## src/sbd_regs.svh

```systemverilog
// Contract
// 0x33+4sz: dump read, delay, status, data
// 0x12+4sz: fill write next address, dack
// 0x13+4sz: fill write, delay, status
// 0x08 resume in background mode, dack
// 0x0C resume, ack on background reentry
// handshake off: resume-until equals resume
// 0x60+crn register read, dack, 32 bits
// 0x30/0x31+4sz: addressed read, ack or status
// 0x10/0x11+4sz: addressed write, ack or status
// 0x07 trace read: two dack plus 32
// 0x50/0x51+4sz: reread same address
// 0x2D: control status read, 16 bits
// 0x0D: control status write, 16 bits
// 0x40+crn register write, then dack
// 0x95: mass erase, plain delay
// 0x09 single step in background mode
// host: high 4, low 128 slow cycles
// host: speed-up pulse, then release pin
// sync: discard, wait high, 16, 128, pulse
// sync response ends clearing overrun flag
// host times response low phase
// next falling edge starts command or sync
// sync request cancels a pending ack
// size: 00 byte, 01 word, else long
// host waits 16 cycles at delays
// dack: 16 no ack, or ack after 32
// status byte is control status low byte
`ifndef SBD_REGS_SVH
`define SBD_REGS_SVH
// timing counts in serial clock cycles
`define SBD_DLY_CYC      6'h10
`define SBD_DACK_CYC     6'h20
`define SBD_SYNC_REQ_CYC 8'h80
`define SBD_SYNC_DLY_CYC 8'h10
`define SBD_SYNC_LO_CYC  8'h80
`define SBD_ACK_LO_CYC   8'h10
`define SBD_SAMPLE_CYC   8'h0A
`define SBD_DRIVE_CYC    8'h0D
// control status bit positions
`define SBD_CSR_OVR 0
`define SBD_CSR_ACK 1
`define SBD_CSR_ABG 2
`define SBD_CSR_ILL 3
// command families by upper nibble
`define SBD_F_WR   4'h1
`define SBD_F_RD   4'h3
`define SBD_F_REGW 4'h4
`define SBD_F_SAME 4'h5
`define SBD_F_REGR 4'h6
// single codes
`define SBD_C_NOP    8'h00
`define SBD_C_ACKON  8'h02
`define SBD_C_ACKOFF 8'h03
`define SBD_C_TRACE  8'h07
`define SBD_C_GO     8'h08
`define SBD_C_STEP   8'h09
`define SBD_C_UNTIL  8'h0C
`define SBD_C_CSRW   8'h0D
`define SBD_C_CSRR   8'h2D
`define SBD_C_ERASE  8'h95
`endif

```

## src/sbd_pkg.sv

```systemverilog
`default_nettype none
package sbd_pkg;
  typedef enum logic [3:0] {
    sbd_st_idle  = 4'h0, sbd_st_rx    = 4'h1, sbd_st_disp = 4'h3,
    sbd_st_exec  = 4'h2, sbd_st_wait  = 4'h6, sbd_st_pulse = 4'h7,
    sbd_st_tx    = 4'h5, sbd_st_synch = 4'h4, sbd_st_syncd = 4'hC
  } sbd_st_type;
  typedef enum logic [1:0] {
    sbd_k_none, sbd_k_mem, sbd_k_reg, sbd_k_trace
  } sbd_kind_type;
  typedef enum logic [1:0] {sbd_d_none, sbd_d_plain, sbd_d_ack} sbd_dly_type;
  typedef enum logic [1:0] {sbd_a_given, sbd_a_seq, sbd_a_same} sbd_amode_type;
  typedef enum logic [3:0] {
    sbd_op_nop, sbd_op_go, sbd_op_until, sbd_op_step, sbd_op_ackon,
    sbd_op_ackoff, sbd_op_erase, sbd_op_csrw, sbd_op_csrr
  } sbd_op_type;
  // decoded command shape
  typedef struct packed {
    logic          legal;
    logic          abg;
    logic          addr_in;
    logic [5:0]    wbits;
    logic [5:0]    rbits;
    logic          ws;
    sbd_dly_type   dly;
    sbd_kind_type  kind;
    sbd_amode_type amode;
    sbd_op_type    op;
  } sbd_dec_type;
  // system access request
  typedef struct packed {
    sbd_kind_type kind;
    logic         we;
    logic [1:0]   size;
    logic [23:0]  addr;
    logic [31:0]  wdata;
  } sbd_acc_type;
  typedef struct packed {
    sbd_st_type  st;
    logic        pin_q;
    logic [7:0]  low;
    logic [7:0]  cnt;
    logic        act;
    logic [5:0]  bits;
    logic [1:0]  ph;
    logic [31:0] rsh;
    logic [39:0] tsh;
    logic [7:0]  cmd;
    logic [23:0] addr;
    logic [31:0] wd;
    logic [23:0] seq;
    logic [23:0] same;
    logic        half;
    logic [5:0]  dcnt;
    logic        pend;
    logic        ran;
    logic        sync;
    logic        ack_en;
    logic        ovr;
    logic        ill;
    logic [7:0]  ctl;
    logic        out;
    logic        oe;
    logic        req;
    logic        go;
    logic        step;
    logic        erase;
    sbd_acc_type acc;
    logic [31:0] rd;
  } sbd_state_type;
endpackage : sbd_pkg
`default_nettype wire

```

## src/sbd_target.sv

```systemverilog
`timescale 1ns/1ps
`default_nettype none
`include "sbd_regs.svh"
module sbd_target (
  input  wire logic           clk,
  input  wire logic           sys_rst,
  input  wire logic           ce,
  input  wire logic           pin_in,
  output var  logic           pin_out,
  output var  logic           pin_oe,
  input  wire logic           cpu_halted,
  output var  logic           acc_req,
  output var  sbd_pkg::sbd_acc_type acc,
  input  wire logic           acc_done,
  input  wire logic [31:0]    acc_rdata,
  output var  logic           cpu_go,
  output var  logic           cpu_step,
  output var  logic           erase_req,
  output var  logic [7:0]     debug_ctl
);

  // ====================
  // command decode
  // ====================
  function automatic sbd_pkg::sbd_dec_type decode(input logic [7:0] c);
    sbd_pkg::sbd_dec_type d;
    logic [5:0]           szb;
    d = '0;
    // reserved size code 11 falls through to long
    szb = (c[3:2] == 2'h0) ? 6'h08 : (c[3:2] == 2'h1) ? 6'h10 : 6'h20;
    d.legal = 1'b1;
    d.ws = c[0];
    d.dly = c[0] ? sbd_pkg::sbd_d_plain : sbd_pkg::sbd_d_ack;
    if (c[7:4] == `SBD_F_RD) begin
      d.kind = sbd_pkg::sbd_k_mem;
      d.rbits = szb;
      d.addr_in = ~c[1];
      d.amode = c[1] ? sbd_pkg::sbd_a_seq : sbd_pkg::sbd_a_given;
    end else if (c[7:4] == `SBD_F_WR) begin
      d.kind = sbd_pkg::sbd_k_mem;
      d.wbits = szb;
      d.addr_in = ~c[1];
      d.amode = c[1] ? sbd_pkg::sbd_a_seq : sbd_pkg::sbd_a_given;
    end else if (c[7:4] == `SBD_F_SAME && !c[1]) begin
      d.kind = sbd_pkg::sbd_k_mem;
      d.rbits = szb;
      d.amode = sbd_pkg::sbd_a_same;
    end else begin
      d.ws = 1'b0;
      d.dly = sbd_pkg::sbd_d_ack;
      if (c[7:4] == `SBD_F_REGR) begin
        d.kind = sbd_pkg::sbd_k_reg;
        d.rbits = 6'h20;
        d.abg = 1'b1;
      end else if (c[7:4] == `SBD_F_REGW) begin
        d.kind = sbd_pkg::sbd_k_reg;
        d.wbits = 6'h20;
        d.abg = 1'b1;
      end else begin
        case (c)
          `SBD_C_NOP: d.op = sbd_pkg::sbd_op_nop;
          `SBD_C_ACKON: d.op = sbd_pkg::sbd_op_ackon;
          `SBD_C_ACKOFF: begin
            d.op = sbd_pkg::sbd_op_ackoff;
            d.dly = sbd_pkg::sbd_d_plain;
          end
          `SBD_C_TRACE: begin
            d.kind = sbd_pkg::sbd_k_trace;
            d.rbits = 6'h20;
          end
          `SBD_C_GO: begin
            d.op = sbd_pkg::sbd_op_go;
            d.abg = 1'b1;
          end
          `SBD_C_UNTIL: begin
            d.op = sbd_pkg::sbd_op_until;
            d.abg = 1'b1;
          end
          `SBD_C_STEP: begin
            d.op = sbd_pkg::sbd_op_step;
            d.abg = 1'b1;
          end
          `SBD_C_CSRR: begin
            d.op = sbd_pkg::sbd_op_csrr;
            d.rbits = 6'h10;
            d.dly = sbd_pkg::sbd_d_none;
          end
          `SBD_C_CSRW: begin
            d.op = sbd_pkg::sbd_op_csrw;
            d.wbits = 6'h10;
            d.dly = sbd_pkg::sbd_d_none;
          end
          `SBD_C_ERASE: begin
            d.op = sbd_pkg::sbd_op_erase;
            d.dly = sbd_pkg::sbd_d_plain;
          end
          default: d.legal = 1'b0;
        endcase
      end
    end
    return d;
  endfunction : decode

  // ====================
  // state and derived values
  // ====================
  sbd_pkg::sbd_state_type s;
  sbd_pkg::sbd_state_type next_s;
  sbd_pkg::sbd_dec_type   d;
  logic                   fall;
  logic                   sync_hit;
  logic [31:0]            rnext;
  logic [15:0]            csr;
  logic [23:0]            inc;
  logic                   ackon;
  logic [5:0]             lim;
  logic                   wait_ok;
  logic [31:0]            rdsrc;
  logic [31:0]            rj;
  logic [39:0]            tload;
  logic [5:0]             tlen;
  logic                   post_tx;

  assign d = decode(s.cmd);
  // synchronous pin: the last sample is a safe edge reference
  assign fall = s.pin_q & ~pin_in;
  // only a low far longer than any bit is a sync
  assign sync_hit = ~pin_in & ~s.oe & (s.low == `SBD_SYNC_REQ_CYC - 8'h01);
  assign rnext = {s.rsh[30:0], pin_in};
  assign inc = (s.acc.size == 2'h0) ? 24'h000001 :
               (s.acc.size == 2'h1) ? 24'h000002 : 24'h000004;
  assign ackon = s.ack_en & (d.dly == sbd_pkg::sbd_d_ack);
  // with the handshake off the long wait collapses to the plain delay
  assign lim = (d.dly == sbd_pkg::sbd_d_none) ? 6'h00 :
               ackon ? `SBD_DACK_CYC : `SBD_DLY_CYC;
  // resume-until only waits for reentry when the ack is on
  assign wait_ok = (s.dcnt >= lim) &
                   (~ackon | (d.op != sbd_pkg::sbd_op_until) |
                    (s.ran & cpu_halted));
  assign rdsrc = (d.op == sbd_pkg::sbd_op_csrr) ? {16'h0000, csr} : s.rd;
  assign rj = rdsrc << (6'h20 - d.rbits);
  assign tload = d.ws ? {csr[7:0], rj} : {rj, 8'h00};
  assign tlen = d.rbits + (d.ws ? 6'h08 : 6'h00);
  assign post_tx = (tlen != 6'h00);

  // control status word, live status in the low byte
  always_comb begin
    csr = '0;
    csr[15:8] = s.ctl;
    csr[`SBD_CSR_OVR] = s.ovr;
    csr[`SBD_CSR_ACK] = s.ack_en;
    csr[`SBD_CSR_ABG] = cpu_halted;
    csr[`SBD_CSR_ILL] = s.ill;
  end

  // ====================
  // next state
  // ====================
  always_comb begin
    next_s = s;
    next_s.pin_q = pin_in;
    next_s.req = 1'b0;
    next_s.go = 1'b0;
    next_s.step = 1'b0;
    next_s.erase = 1'b0;
    if (pin_in || s.oe) begin
      next_s.low = 8'h00;
    end else if (s.low != `SBD_SYNC_REQ_CYC) begin
      next_s.low = s.low + 8'h01;
    end
    if (s.dcnt != 6'h3F) begin
      next_s.dcnt = s.dcnt + 6'h01;
    end
    if (!cpu_halted) begin
      next_s.ran = 1'b1;
    end
    if (sync_hit) begin
      // drop any command, data or pending ack at once
      next_s.st = sbd_pkg::sbd_st_synch;
      next_s.act = 1'b0;
      next_s.pend = 1'b0;
      next_s.oe = 1'b0;
    end else begin
      unique case (s.st)
        sbd_pkg::sbd_st_idle: begin
          next_s.oe = 1'b0;
          if (fall) begin
            next_s.st = sbd_pkg::sbd_st_rx;
            next_s.act = 1'b1;
            next_s.cnt = 8'h00;
            next_s.bits = 6'h08;
            next_s.ph = 2'h0;
            next_s.half = 1'b0;
          end
        end
        sbd_pkg::sbd_st_rx: begin
          if (!s.act) begin
            if (fall) begin
              next_s.act = 1'b1;
              next_s.cnt = 8'h00;
            end
          end else begin
            next_s.cnt = s.cnt + 8'h01;
            if (s.cnt == `SBD_SAMPLE_CYC) begin
              next_s.rsh = rnext;
              next_s.act = 1'b0;
              next_s.bits = s.bits - 6'h01;
              if (s.bits == 6'h01) begin
                next_s.st = sbd_pkg::sbd_st_disp;
                unique case (s.ph)
                  2'h0: next_s.cmd = rnext[7:0];
                  2'h1: next_s.addr = rnext[23:0];
                  default: next_s.wd = rnext;
                endcase
              end
            end
          end
        end
        sbd_pkg::sbd_st_disp: begin
          if (s.ph == 2'h0 && (!d.legal || (d.abg && !cpu_halted))) begin
            // refused commands leave no ack, only the sticky flag
            next_s.ill = 1'b1;
            next_s.st = sbd_pkg::sbd_st_idle;
          end else if (s.ph == 2'h0 && d.addr_in) begin
            next_s.st = sbd_pkg::sbd_st_rx;
            next_s.bits = 6'h18;
            next_s.ph = 2'h1;
          end else if (s.ph != 2'h2 && d.wbits != 6'h00) begin
            next_s.st = sbd_pkg::sbd_st_rx;
            next_s.bits = d.wbits;
            next_s.ph = 2'h2;
          end else begin
            // launch the access and any control side effect
            next_s.st = sbd_pkg::sbd_st_exec;
            next_s.ph = 2'h2;
            next_s.dcnt = 6'h00;
            next_s.pend = (d.kind != sbd_pkg::sbd_k_none);
            next_s.req = (d.kind != sbd_pkg::sbd_k_none);
            next_s.acc.kind = d.kind;
            next_s.acc.we = (d.wbits != 6'h00);
            next_s.acc.size = (d.kind == sbd_pkg::sbd_k_mem) ? s.cmd[3:2] : 2'h2;
            next_s.acc.wdata = s.wd;
            unique case (d.kind)
              sbd_pkg::sbd_k_reg: next_s.acc.addr = {20'h00000, s.cmd[3:0]};
              sbd_pkg::sbd_k_trace: next_s.acc.addr = {23'h000000, s.half};
              default: begin
                unique case (d.amode)
                  sbd_pkg::sbd_a_seq: next_s.acc.addr = s.seq;
                  sbd_pkg::sbd_a_same: next_s.acc.addr = s.same;
                  default: next_s.acc.addr = s.addr;
                endcase
              end
            endcase
            unique case (d.op)
              sbd_pkg::sbd_op_go: next_s.go = 1'b1;
              sbd_pkg::sbd_op_until: begin
                next_s.go = 1'b1;
                next_s.ran = 1'b0;
              end
              sbd_pkg::sbd_op_step: next_s.step = 1'b1;
              sbd_pkg::sbd_op_erase: next_s.erase = 1'b1;
              sbd_pkg::sbd_op_ackon: next_s.ack_en = 1'b1;
              sbd_pkg::sbd_op_ackoff: next_s.ack_en = 1'b0;
              sbd_pkg::sbd_op_csrw: begin
                next_s.ctl = s.wd[15:8];
                if (s.wd[`SBD_CSR_OVR]) next_s.ovr = 1'b0;
                if (s.wd[`SBD_CSR_ILL]) next_s.ill = 1'b0;
              end
              default: next_s.go = 1'b0;
            endcase
          end
        end
        sbd_pkg::sbd_st_exec: begin
          if (fall) next_s.ovr = 1'b1;
          if (!s.pend || acc_done) begin
            next_s.pend = 1'b0;
            next_s.st = sbd_pkg::sbd_st_wait;
            if (s.pend) next_s.rd = acc_rdata;
            // step the sequential pointer; only an addressed read moves reread
            if (s.acc.kind == sbd_pkg::sbd_k_mem && d.amode != sbd_pkg::sbd_a_same) begin
              next_s.seq = s.acc.addr + inc;
              if (d.amode == sbd_pkg::sbd_a_given && !s.acc.we) begin
                next_s.same = s.acc.addr;
              end
            end
          end
        end
        sbd_pkg::sbd_st_wait: begin
          if (fall) next_s.ovr = 1'b1;
          if (wait_ok) begin
            if (ackon) begin
              next_s.st = sbd_pkg::sbd_st_pulse;
              next_s.cnt = 8'h00;
              next_s.sync = 1'b0;
            end else begin
              next_s.st = post_tx ? sbd_pkg::sbd_st_tx : sbd_pkg::sbd_st_idle;
              next_s.tsh = tload;
              next_s.bits = tlen;
              next_s.act = 1'b0;
            end
          end
        end
        sbd_pkg::sbd_st_pulse: begin
          // low phase, one high speed-up cycle, then release
          next_s.cnt = s.cnt + 8'h01;
          if (s.cnt < (s.sync ? `SBD_SYNC_LO_CYC : `SBD_ACK_LO_CYC)) begin
            next_s.oe = 1'b1;
            next_s.out = 1'b0;
          end else if (s.cnt == (s.sync ? `SBD_SYNC_LO_CYC : `SBD_ACK_LO_CYC)) begin
            next_s.oe = 1'b1;
            next_s.out = 1'b1;
          end else begin
            next_s.oe = 1'b0;
            if (s.sync) begin
              next_s.ovr = 1'b0;
              next_s.st = sbd_pkg::sbd_st_idle;
            end else begin
              next_s.st = post_tx ? sbd_pkg::sbd_st_tx : sbd_pkg::sbd_st_idle;
              next_s.tsh = tload;
              next_s.bits = tlen;
              next_s.act = 1'b0;
            end
          end
        end
        sbd_pkg::sbd_st_tx: begin
          if (!s.act) begin
            if (fall) begin
              next_s.act = 1'b1;
              next_s.cnt = 8'h00;
            end
          end else begin
            next_s.cnt = s.cnt + 8'h01;
            // a zero holds the line low past the host sample point
            if (s.cnt < `SBD_DRIVE_CYC) begin
              next_s.oe = ~s.tsh[39];
              next_s.out = 1'b0;
            end else if (s.cnt == `SBD_DRIVE_CYC) begin
              next_s.oe = ~s.tsh[39];
              next_s.out = 1'b1;
            end else begin
              next_s.oe = 1'b0;
              next_s.act = 1'b0;
              next_s.tsh = {s.tsh[38:0], 1'b0};
              next_s.bits = s.bits - 6'h01;
              if (s.bits == 6'h01) begin
                if (d.kind == sbd_pkg::sbd_k_trace && !s.half) begin
                  next_s.half = 1'b1;
                  next_s.st = sbd_pkg::sbd_st_disp;
                end else begin
                  next_s.st = sbd_pkg::sbd_st_idle;
                end
              end
            end
          end
        end
        sbd_pkg::sbd_st_synch: begin
          if (pin_in) begin
            next_s.st = sbd_pkg::sbd_st_syncd;
            next_s.cnt = 8'h00;
          end
        end
        sbd_pkg::sbd_st_syncd: begin
          next_s.cnt = s.cnt + 8'h01;
          if (s.cnt == `SBD_SYNC_DLY_CYC - 8'h01) begin
            next_s.st = sbd_pkg::sbd_st_pulse;
            next_s.cnt = 8'h00;
            next_s.sync = 1'b1;
          end
        end
        default: next_s.st = sbd_pkg::sbd_st_idle;
      endcase
    end
  end

  // ====================
  // state register
  // ====================
  // clock enable low freezes everything, counters included
  always_ff @(posedge clk or posedge sys_rst) begin
    if (sys_rst) begin
      s <= '0;
      s.pin_q <= 1'b1;
    end else if (ce) begin
      s <= next_s;
    end
  end

  // outputs come straight from state flops
  assign pin_out = s.out;
  assign pin_oe = s.oe;
  assign acc_req = s.req;
  assign acc = s.acc;
  assign cpu_go = s.go;
  assign cpu_step = s.step;
  assign erase_req = s.erase;
  assign debug_ctl = s.ctl;

endmodule : sbd_target
`default_nettype wire

```

## config.mk

```make
export PLATFORM = sky130hd
export DESIGN_NAME = sbd_target
export DESIGN_NICKNAME = d
export VERILOG_FILES = /design/src/sbd_pkg.sv /design/src/sbd_target.sv
export VERILOG_INCLUDE_DIRS = /design/src
export SDC_FILE = /design/constraint.sdc
export NUM_CORES = 1
export LEC_CHECK = 0
export BUFFER_PORTS_ARGS = -buffer_cell sky130_fd_sc_hd__buf_2
export CORE_UTILIZATION = 40
export DETAILED_ROUTE_END_ITERATION = 8
export GPL_TIMING_DRIVEN = 0
export PLACE_DENSITY = 0.71
export SLEW_MARGIN = 20
export SYNTH_ARGS = -nofsm -noshare
export SYNTH_HDL_FRONTEND = slang
export SYNTH_SLANG_ARGS = --single-unit
```

## constraint.sdc

```tcl
create_clock -name clk -period 9.25 [get_ports clk]
set_input_delay 0.925 -clock clk [delete_from_list [all_inputs] [get_ports clk]]
set_output_delay 0.925 -clock clk [all_outputs]
set_load 0.02 [all_outputs]
```

After elaboration in Yosys (flattened, before gate mapping)
Index checks and enable logic that the tools add are counted.
{"block": "totals", "regBits": 334, "in_bits": 38, "output_inout_bits": 75, "elab_cells": 411}
{"block": "op_classes", "n_addsub": 7, "magnitude_cmp": 3, "eq_ne": 98, "shifts": 1, "muxes": 176, "bitwise": 18, "n_reduce_logical": 73}
{"operator": "40-bit 2-to-1 mux", "n": 9}
{"operator": "65-bit 2-to-1 mux", "n": 4}
{"operator": "32-bit 2-to-1 mux", "n": 4}
{"operator": "40-bit case mux with 3 select lines", "n": 1}
{"operator": "6-bit 2-to-1 mux", "n": 19}
{"operator": "97-bit 2-to-1 mux", "n": 1}
{"operator": "8-bit 2-to-1 mux", "n": 12}
{"operator": "24-bit case mux with 2 select lines", "n": 2}
{"operator": "4-bit 2-to-1 mux", "n": 23}
{"operator": "3-bit != test, second input constant", "n": 22}
{"operator": "8-bit by 4-bit equality test with 1-bit output, second input constant", "n": 7}
{"operator": "8-bit case mux with 7 select lines", "n": 1}
{"operator": "2-bit != test, second input constant", "n": 25}
{"operator": "7-bit 2-to-1 mux", "n": 7}
{"operator": "7-bit AND reduction", "n": 7}
{"operator": "9-bit 2-to-1 mux", "n": 5}
{"operator": "4-bit by 3-bit equality test with 1-bit output, second input constant", "n": 11}
{"operator": "1-bit 2-to-1 mux", "n": 40}
{"operator": "2-bit 2-to-1 mux", "n": 20}
{"operator": "4-bit case mux with 9 select lines", "n": 1}
{"operator": "6-bit case mux with 6 select lines", "n": 1}
{"operator": "4-bit case mux with 8 select lines", "n": 1}
{"operator": "32-bit by 6-bit << shifter with 32-bit output", "n": 1}
{"operator": "6-bit AND reduction", "n": 5}
{"operator": "other kinds (63)", "n": 147}

Logic depth before layout (Yosys ltp)
Gate-level depths: netlist of the first run.
{"block": "logic_depth", "ltp_word": 17, "ltp_mapped": 17, "ltp_nobuf": 13}

Least setup slack after synthesis of the first run
Ideal clock, no wire load.
{"block": "synth_path", "kind": "register -> register", "startpoint": "reg s[231] (netlist bit)", "endpoint": "reg s[306] (netlist bit)", "setup_time_ns": 0.125, "t_arrival_ns": 3.438, "t_required_ns": 9.125, "slack_ns": 5.687, "stages_incl_launch_ff": 16, "path_buffers": 3, "synth_period_minus_slack_ns": 3.563, "path_cell_list": "dfrtp_1 clkbuf_1 and3b_1 nand2_1 buf_2 and3_1 nand2_1 ha_1 nand4bb_1 a21boi_0 o21ai_1 nor4_1 nand2_1 or3_1 buf_2 mux2_4"}
{"block": "synth_via", "elab_chain_len": 16, "word_cells_on_any_way": 86, "cone_classes": "1 x add/sub; 1 x order compare; 20 x eq/ne; 44 x mux; 5 x bitwise; 15 x reduce/logical"}
{"item": "start: declaration", "line": "sbd_target.sv:107", "text": "sbd_pkg::sbd_state_type s;"}
{"item": "start signal: assignment", "line": "sbd_target.sv:384", "text": "s <= next_s;"}
{"item": "8-bit equality test (tied with other cells)", "line": "sbd_target.sv:60", "text": "case (c)"}
{"item": "2-bit OR reduction (no source line)"}
{"item": "2-bit case mux with 2 select lines", "line": "sbd_target.sv:60"}
{"item": "2-bit 2-to-1 mux", "line": "sbd_target.sv:55", "text": "end else if (c[7:4] == `SBD_F_REGW) begin"}
{"item": "2-bit 2-to-1 mux", "line": "sbd_target.sv:51", "text": "if (c[7:4] == `SBD_F_REGR) begin"}
{"item": "3-bit 2-to-1 mux", "line": "sbd_target.sv:44", "text": "end else if (c[7:4] == `SBD_F_SAME && !c[1]) begin"}
{"item": "9-bit 2-to-1 mux", "line": "sbd_target.sv:39", "text": "end else if (c[7:4] == `SBD_F_WR) begin"}
{"item": "3-bit 2-to-1 mux", "line": "sbd_target.sv:34", "text": "if (c[7:4] == `SBD_F_RD) begin"}
{"item": "2-bit equality test", "line": "sbd_target.sv:132", "text": "assign ackon = s.ack_en & (d.dly == sbd_pkg::sbd_d_ack);"}
{"item": "1-bit AND", "line": "sbd_target.sv:132"}
{"item": "6-bit 2-to-1 mux (no source line) / 1-bit NOT (equally long branches)"}
{"item": "6-bit 2-to-1 mux (no source line) / 1-bit bitwise OR (equally long branches)"}
{"item": "6-bit greater-or-equal comparator / 1-bit bitwise OR (equally long branches)", "line": "sbd_target.sv:137, sbd_target.sv:138"}
{"item": "1-bit AND", "line": "sbd_target.sv:137", "text": "assign wait_ok = (s.dcnt >= lim) &"}
{"item": "2-bit != test (no source line)"}
{"item": "16-bit AND reduction (no source line)"}
Parallel ways exist; a longest one is shown, timed or not. The select of a mux whose other input is x is not followed.
A chain may end at the register's enable or synchronous reset.

Worst setup path in the final report of the first run
{"block": "layout_path", "startpoint": "reg s[225] (netlist bit)", "endpoint": "reg s[257] (netlist bit)"}
{"block": "layout_via", "elab_chain_len": 16, "word_cells_on_any_way": 55, "cone_classes": "1 x add/sub; 1 x order compare; 14 x eq/ne; 1 x shift; 27 x mux; 5 x bitwise; 6 x reduce/logical"}
{"item": "branches (longest 16 deep; another with 6-bit subtractor)"}
Several ways; the timed one is not identified. The select of a mux whose other input is x is not followed.

==> results of run 1 <==
[cell usage after synthesis, types with 12 or more instances]
| cell | count |
|---|---|
| nand3_1 | 37 |
| buf_2 | 24 |
| a21oi_1 | 106 |
| dfrtp_1 | 332 |
| a22oi_1 | 27 |
| inv_1 | 36 |
| nand2_1 | 161 |
| nor2_1 | 123 |
| nand4_1 | 13 |
| and3_1 | 15 |
| o2bb2ai_1 | 12 |
| o31ai_1 | 28 |
| nor3_1 | 29 |
| clkbuf_1 | 70 |
| a31oi_1 | 22 |
| buf_4 | 72 |
| mux2i_1 | 21 |
| nor2b_1 | 13 |
| xnor2_1 | 13 |
| mux2_2 | 194 |
| ha_1 | 23 |
| xor2_1 | 14 |
| o21ai_0 | 60 |
[power groups by stage]
stage | sequential (uW) | clock [uW] | combinational [uW]
2_1_floorplan | 1680 | 0 | 543
3_3_place_gp | 1720 | 0 | 718
3_5_place_dp | 1730 | 0 | 744
4_1_cts | 1700 | 1460 | 748
5_1_grt | 1720 | 1520 | 835
6_report | 1710 | 1430 | 755
[layout make-up]
| cell class | instances | share of cell area |
|---|---|---|
| sequential | 333 | 0.4129 |
| tap | 585 | 0.03627 |
| buffer | 172 | 0.04916 |
| clock inverter | 5 | 0.002976 |
| multi-input combinational | 1135 | 0.3980 |
| clock buffer | 58 | 0.05474 |
| timing repair buffer | 122 | 0.03844 |
| inverter | 39 | 0.007501 |
[logic make-up (layout without fill, tap and decap cells)]
group           after synthesis  in the layout  synth area share
compound gates              391            391            0.1531
buf+inv                     211            396           0.06511
flops                       333            333            0.4761
xor+xnor                     27             27           0.01351
simple gates                468            468            0.1293
mux                         225            225            0.1454
fa+ha+maj                    24             24           0.01758
[per-stage QoR]
stage | utilization | instances | worst slack, ns | total power, uW
2_1_floorplan | - | 1679 | 3.877 | 2227
3_3_place_gp | 0.4364 | 2375 | 1.994 | 2441
3_5_place_dp | 0.4415 | 2386 | 4.391 | 2471
4_1_cts | 0.4685 | 2449 | 4.379 | 3909
5_1_grt | 0.4685 | 2449 | 3.891 | 4074
6_report | 0.4685 | 2449 | 4.199 | 3893
[worst paths after layout]
kind	startpoint	end	cells after the start
worst min register to register	pin_out$_DFFE_PP0P_	pin_out$_DFFE_PP0P_	2
worst max register to register	s[225]$_DFFE_PP0P_	s[257]$_DFFE_PP0P_	14
worst min-delay path	sys_rst	acc[44]$_DFFE_PP0P_	2
worst max-delay path	s[225]$_DFFE_PP0P_	s[257]$_DFFE_PP0P_	14
min in group clk	pin_out$_DFFE_PP0P_	pin_out$_DFFE_PP0P_	2
max in group asynchronous	sys_rst	s[7]$_DFFE_PP0P_	7
[state kept, by name, indices dropped and copies added, names as in the netlist, 3 cells and up]
signal and flops:
acc 61, csr 3, debug_ctl 8, rnext 31, s 224
[worst max-delay path, cell delays in order (launching register included)]
cell	delay, ns
dfrtp_1	0.47
o21ai_0	0.61
nand2_1	0.54
buf_2	0.36
and3_1	0.22
nand2_1	0.10
ha_1	0.14
nand4bb_1	0.10
a21boi_0	0.29
o21ai_1	0.31
nor4_1	0.44
nand4_1	0.49
clkbuf_1	0.43
a21o_1	0.24
o22a_1	0.16
[layer usage]
metal / global-route usage / vias up
met5: 0 / -
met3: 0.03494 / 100
met4: 0.07471 / 0
met2: 0.3440 / 531
li1: - / 6274
met1: 0.3192 / 6786
==> results.cfg, run 1 <==
[timing]
fin_skew_ns = 0.02025
finalSetupViolCount = 0
slew_headroom = 0.2615
finalCritPeriodShare = 0.5460
fmax_mhz = 198.0
rsz0062_at_grt = false
tns_ns = 0
tightest_slew_ns = 1.099
hold_viol = 0
slew_viol_final = 0
fin_crit_ns = 5.051
hold_slack_ns = 0.2810

[routing]
drc = 0
top_layer = met4
postRouteWirelength_mm = 48.75
wl_met2_mm = 21.96
viasPerCell = 5.590
firstDrtPassIters = 5
wl_per_cell_um = 19.91
met3_length_mm = 3.183
postRouteAntennaNets = 0
initialDrtViolationCount = 1158
m1WireLength_mm = 22.28
vias = 13691

[logic_synthesis]
syn_area_um2 = 17510
ys_types = 93
synth_warnings = 0
ys_seq_area_frac = 0.4761
syn-num-nets = 1741
synth.top_cell.area_share = 0.4746
synth-seq-cells = 333
syn_inst = 1679
synth-async-reset-ratio = 1.000
synth_flop_cell = dfrtp_1
yosys.area.top_type = dfrtp_1
synth-edff-count = 0
syn_avg_cell_area_um2 = 10.43
synth.area.top_cells = dfrtp_1 (47%), mux2_2 (12%), nand2_1 (3.5%), buf_4 (3.1%), a21oi_1 (3.0%)

[finish]
multi_input_area_um2 = 8033
drive_above_1_share = 0.2827
layout_commonest_cell = dfrtp_1
antenna_cells = 0
register_area_um2 = 8334
fin_nets = 1901
design_area_um2 = 20180
area_growth_pct = 15.29
layout_common_cells = dfrtp_1 (332), mux2_2 (194), nand2_1 (161)
fillers = 3986

[worst_setup_path]
worst-endpoint-arrival_ns = 5.49
r2r_slack_ns = 4.20
setup.worst_path.end_class = register
cp.required_ns = 9.69
critPathLaunchType = register
crit_type = register to register
crit_fanout = 10

[hold_path]
hp-class = input pin to asynchronous set/reset pin

[pwr]
power_leakage_uw = 0.009480
clkPwrFrac = 0.367
power_switching_uw = 1195
p_int_uw = 2698
p_comb_frac = 0.194
peakVddDrop_uv = 144.0
p_per_area_nw_per_um2 = 192.9
power_frac_seq = 0.439
swShare = 0.3070

[global_routing]
antenna_found_initial = 0
grt_usage = 0.2232
grt_pass1_wl_mm = 78.14
gr-total-overflow = 0
grt_max_degree = 35
grt_pass1_vias = 13719

[run_status]
status = complete, no violations

[clocking]
clock-sinks = 333
cts_resized = 0
clock_latency_ns = 0.56
clkTransAtPathRegs_ns = 0.06
clockBufferDepth = 3
cts.root.buffer_cell = clkbuf_16
cts_buffers = 36
post_cts_buffers = 0
hold_buffers = 0
cts_tree = built
htree_levels = 2

[die]
dieArea_um2 = 44610
num_rows = 76
io_pins = 113
fp.dieW_um = 211.2
coreArea_um2 = 43080
initial_core_util = 0.4064
die_h_um = 211.2

[place]
hpwl_mm = 35.80
placed_area_um2 = 19020
portBuffers = 111
gp_congestion = 0.9360

[run]
maxCapViolations = 0
(Power assumes the default switching activity.)
==> run 2, diff against run 1 <==
clock period = 4.3 ns   (was 9.25 ns; I/O delays follow)
==> run 2 against run 1 <==
Compared with the run above: routed wire length is essentially flat; clock power rose by 110%; die area stayed put; largest cell class unchanged; largest power group unchanged.
==> results.cfg, run 2 (same netlist as run 1, synthesis figures left out) <==
[run]
maxCapViolations = 0

[die]
fp.dieW_um = 211.2
initial_core_util = 0.4064
coreArea_um2 = 43080
io_pins = 113
dieArea_um2 = 44610
die_h_um = 211.2
num_rows = 76

[worst_setup_path]
reg2reg_depth = 14
cp.required_ns = 4.74
r2r-end = s[306]$_DFFE_PP0P_
crit_fanout = 10
r2r-start = s[225]$_DFFE_PP0P_
critPathLaunchType = register
worst-endpoint-arrival_ns = 4.53
setup.worst_path.end_class = register
crit_type = register to register
r2r_slack_ns = 0.21

[finish]
largest_reg_flops = 224
design_area_um2 = 20240
drive_above_1_share = 0.2851
layout_common_cells = dfrtp_1 (332), mux2_2 (194), nand2_1 (160)
fin_nets = 1903
layout_commonest_cell = dfrtp_1
final_util = 0.4699
area_growth_pct = 15.61
max_flop_register = s
antenna_cells = 0

[timing]
finalSetupViolCount = 0
rsz0062_at_grt = false
slew_viol_final = 0
fin_crit_ns = 4.094
hold_slack_ns = 0.1091
fin_skew_ns = 0.01921
tightest_slew_ns = 1.100
finalCritPeriodShare = 0.9522
hold_viol = 0
slew_headroom = 0.2613
fmax_mhz = 244.2

[global_routing]
antenna_found_initial = 0
gr-total-overflow = 0
grt_pass1_vias = 13744
grt_pass1_wl_mm = 78.28
grt_usage = 0.2235
grt_max_degree = 35

[hold_path]
holdPathStages = 2
hp-class = input pin to register
hp-start = acc_rdata[9]
whs_endpoint = s[9]$_DFFE_PP0P_

[clocking]
clock_latency_ns = 0.56
cts_tree = built
cts.root.buffer_cell = clkbuf_16
cts_buffers = 36
clkTransAtPathRegs_ns = 0.06
clock-sinks = 333
clockBufferDepth = 3
htree_levels = 2

[place]
placed_area_um2 = 19020
gp_congestion = 0.9360
portBuffers = 111
hpwl_mm = 35.80

[pwr]
p_per_area_nw_per_um2 = 415.0
peakVddDrop_uv = 309.2
power_leakage_uw = 0.009502

[routing]
drc = 0
firstDrtPassIters = 7
vias = 13761
wl_per_cell_um = 19.89
postRouteWirelength_mm = 48.76
viasPerCell = 5.614
postRouteAntennaNets = 0
initialDrtViolationCount = 1136

[run_status]
status = complete, no violations
run 2: timing repair:
item                       in CTS  in global routing
gates resized for setup         5                  5
buffers inserted                2                  0
hold buffers                    1                  0
pin swaps                       1                  0
gates cloned                    0                  0
hold endpoints to repair        3                  0
setup endpoints to repair      46                 42
run 2: stage by stage:
stage	cells	setup WS (ns)	setup TNS (ns)	total power (uW)
floorplan	1679	-0.5778	-191.83	4792
global placement	2375	-2.461	-823.40	5251
detailed placement	2386	-0.5593	-17.24	5317
CTS	2451	0.05626	0	8432
global route	2451	0.05359	0	8793
finish	2451	0.2056	0	8400
run 2: worst max path at each step:
stage	from	slack, ns	cells past startpoint	endpoint
after global placement	sys_rst	-2.46	2	s[27]$_DFFE_PP0P_
after CTS	s[224]$_DFFE_PP0P_	0.06	15	s[306]$_DFFE_PP0P_
after global routing	s[224]$_DFFE_PP0P_	0.05	15	s[306]$_DFFE_PP0P_
after floorplan	sys_rst	-0.58	1	acc[0]$_DFFE_PP0P_
final	s[225]$_DFFE_PP0P_	0.21	14	s[306]$_DFFE_PP0P_
after detailed placement	s[225]$_DFFE_PP0P_	-0.56	14	s[257]$_DFFE_PP0P_
run 2: cell type report:
cell class                      count  area, um^2
Inverter                           39       151.4
Multi-Input combinational cell   1135        8065
Timing Repair Buffer              125       800.8
Clock inverter                      5       60.06
Fill cell                        3978       22840
Buffer                            171       991.0
Tap cell                          585       732.0
Clock buffer                       58        1105
Sequential cell                   333        8334
run 2: power breakdown:
| group | switching [uW] | internal, uW | total [uW] | leakage [uW] |
|---|---|---|---|---|
| Combinational | 1020 | 636 | 1650 | 0.00437 |
| Sequential | 263 | 3410 | 3670 | 0.00456 |
| Clock | 1300 | 1770 | 3070 | 0.000565 |
| Total | 2580 | 5820 | 8400 | 0.00950 |
run 2: critical path, cell delays in order, from the launching register on:
cell and delay (ns):
dfrtp_1 0.48, o21ai_1 0.54, nand2_4 0.25, buf_4 0.26, and3_1 0.20, nand2_1 0.10
ha_1 0.14, nand4bb_1 0.11, a21boi_1 0.27, o21ai_2 0.21, nor4_4 0.35, nand2_1 0.21
or3_1 0.38, buf_2 0.18, mux2_4 0.30
run 2: routing by layer:
metal | share of wire | track usage | wire [um] | vias up
met1 | 0.46 | 0.3201 | 22330 | 6867
li1 | - | - | - | 6280
met5 | 0 | 0 | 0 | -
met3 | 0.063 | 0.03405 | 3049 | 99
met2 | 0.45 | 0.3448 | 22050 | 515
met4 | 0.027 | 0.07496 | 1330 | 0
==> run 3, diff against run 2 <==
CORE_ASPECT_RATIO = 0.75   (was not set)
==> run 3 against run 2 <==
Compared with the run above: first-iteration DRC count is 17% higher; critical path type unchanged; highest routed layer unchanged; critical endpoint is now s[307]$_DFFE_PP0P_; largest power group unchanged; cell area is 0.13% higher; combinational power is 2% higher.
==> results.cfg, run 3 (same netlist as run 1, synthesis figures left out) <==
[finish]
max_flop_register = s
layout_commonest_cell = dfrtp_1
layout_common_cells = dfrtp_1 (332), mux2_2 (194), nand2_1 (160)
drive_above_1_share = 0.2894
fin_nets = 1902
antenna_cells = 0
area_growth_pct = 15.76
final_util = 0.4755
fillers = 3911
largest_reg_flops = 224

[die]
coreArea_um2 = 42620
die_h_um = 183.2
initial_core_util = 0.4108
dieArea_um2 = 44620
io_pins = 113
fp.dieW_um = 243.6
num_rows = 65

[routing]
m1WireLength_mm = 24.50
postRouteAntennaNets = 0
wl_per_cell_um = 20.79
met3_length_mm = 4.030
vias = 14094
viasPerCell = 5.788
postRouteWirelength_mm = 50.62
drc = 0
firstDrtPassIters = 6
top_layer = met4
initialDrtViolationCount = 1324
wl_met2_mm = 21.21

[clocking]
htree_levels = 2
cts.root.buffer_cell = clkbuf_16
clockBufferDepth = 3
clock-sinks = 333
cts_buffers = 35
clock_latency_ns = 0.55
cts_tree = built
clkTransAtPathRegs_ns = 0.06

[global_routing]
antenna_found_initial = 0
grt_pass1_vias = 13677
gr-total-overflow = 0
grt_pass1_wl_mm = 79.74
grt_usage = 0.2268
grt_max_degree = 35

[run_status]
status = complete, no violations

[worst_setup_path]
cp-endpoint = s[307]$_DFFE_PP0P_
max_stage_delay_ns = 0.39
cp.required_ns = 4.73
crit_buf_inv = 3
r2r-end = s[307]$_DFFE_PP0P_
path_depth = 15
crit_fanout = 10
worst-endpoint-arrival_ns = 4.51
r2r-start = s[224]$_DFFE_PP0P_
path_delay_family = simple AND/OR/NAND/NOR gates
path_cells = clkbuf_1, and3b_1, nand2_4, buf_4, and3_1, nand2_1, ha_1, nand4bb_1, a21boi_2, o21ai_2, nor4_2, nand2_1, or3_1, buf_2, mux2_4
crit_type = register to register
reg2reg_depth = 15
setup.worst_path.end_class = register
critPathLaunchType = register
timing.critical_path.mode_cell = nand2_1
critPathSlowestCell = dfrtp_1
r2r_slack_ns = 0.22
startpoint = s[224]$_DFFE_PP0P_

[timing]
fin_crit_ns = 4.080
fin_skew_ns = 0.01401
rsz0062_at_grt = false
finalCritPeriodShare = 0.9488
slew_viol_final = 0
finalSetupViolCount = 0
fmax_mhz = 245.1
hold_viol = 0
tightest_slew_ns = 0.9106
slew_headroom = 0.3883

[hold_path]
hp-class = input pin to register

[place]
portBuffers = 111
hpwl_mm = 37.35
gp_congestion = 0.9525

[run]
maxCapViolations = 0

[pwr]
power_leakage_uw = 0.009530
p_total_uw = 8572
p_per_area_nw_per_um2 = 423.0
peakVddDrop_uv = 318.7
## run 3: changes by cell type in the layout (fill, tap and decap cells not counted), moves of 2 or more
cell | before | now
clkbuf_8 | 10 | 7
clkbuf_16 | 37 | 35
clkinv_8 | 0 | 2
clkbuf_1 | 80 | 75
bufinv_16 | 0 | 4
clkinv_2 | 2 | 5
buf_4 | 75 | 77
## run 3: stage by stage
step	std cells	TNS [ns]	area [um^2]	worst slack (ns)	hold slack, ns
global route	2435	0	20270	0.01548	0.1158
floorplan	1679	-191.83	17510	-0.5778	0.4486
global placement	2359	-827.56	18780	-2.455	0.4607
detailed placement	2369	-31.69	18980	-0.8657	0.4615
finish	2435	0	20270	0.2204	0.1196
CTS	2436	0	20250	0.05819	0.1069
## run 3: area by class of cell
| class | count | area [um^2] | share of cell area |
|---|---|---|---|
| plain buffers | 170 | 987.2 | 0.04871 |
| clock buffers | 49 | 998.5 | 0.04927 |
| clock inverters | 14 | 217.7 | 0.01074 |
| inverters | 39 | 151.4 | 0.007471 |
| multi-input cells | 1135 | 8069 | 0.3982 |
| flip-flops and latches | 333 | 8334 | 0.4112 |
| well taps | 569 | 711.9 | 0.03513 |
| repair buffers | 126 | 795.8 | 0.03927 |
## run 3: report_power, final
part           total [uW]  leakage [uW]  internal (uW)  switching (uW)
logic                1690       0.00437            641            1040
clock network        3210      0.000594           1890            1320
registers            3680       0.00456           3410             270
total                8570       0.00953           5940            2630
## run 3: worst min path at each step
stage,start,end,slack (ns),cells past startpoint
2_1_floorplan,s[243]$_DFFE_PP0P_,s[243]$_DFFE_PP0P_,0.45,2
3_3_place_gp,s[232]$_DFFE_PP0P_,s[232]$_DFFE_PP0P_,0.46,2
3_5_place_dp,s[240]$_DFFE_PP0P_,s[240]$_DFFE_PP0P_,0.46,2
4_1_cts,acc_rdata[21],s[21]$_DFFE_PP0P_,0.11,2
5_1_grt,acc_rdata[18],s[18]$_DFFE_PP0P_,0.12,2
6_report,acc_rdata[18],s[18]$_DFFE_PP0P_,0.12,2
## run 3: timing repair
| item | in CTS | in global routing |
|---|---|---|
| setup buffers | 4 | 0 |
| pin swaps | 2 | 0 |
| resized for setup | 6 | 4 |
| endpoints found under the hold margin | 28 | 0 |
| hold buffers | 1 | 0 |
| endpoints found under the setup margin | 49 | 44 |
## run 3: per-layer routing
layer	track usage	vias up
met5	0	-
met4	0.05000	0
met3	0.03702	75
met2	0.3223	604
met1	0.3567	7091
li1	-	6324
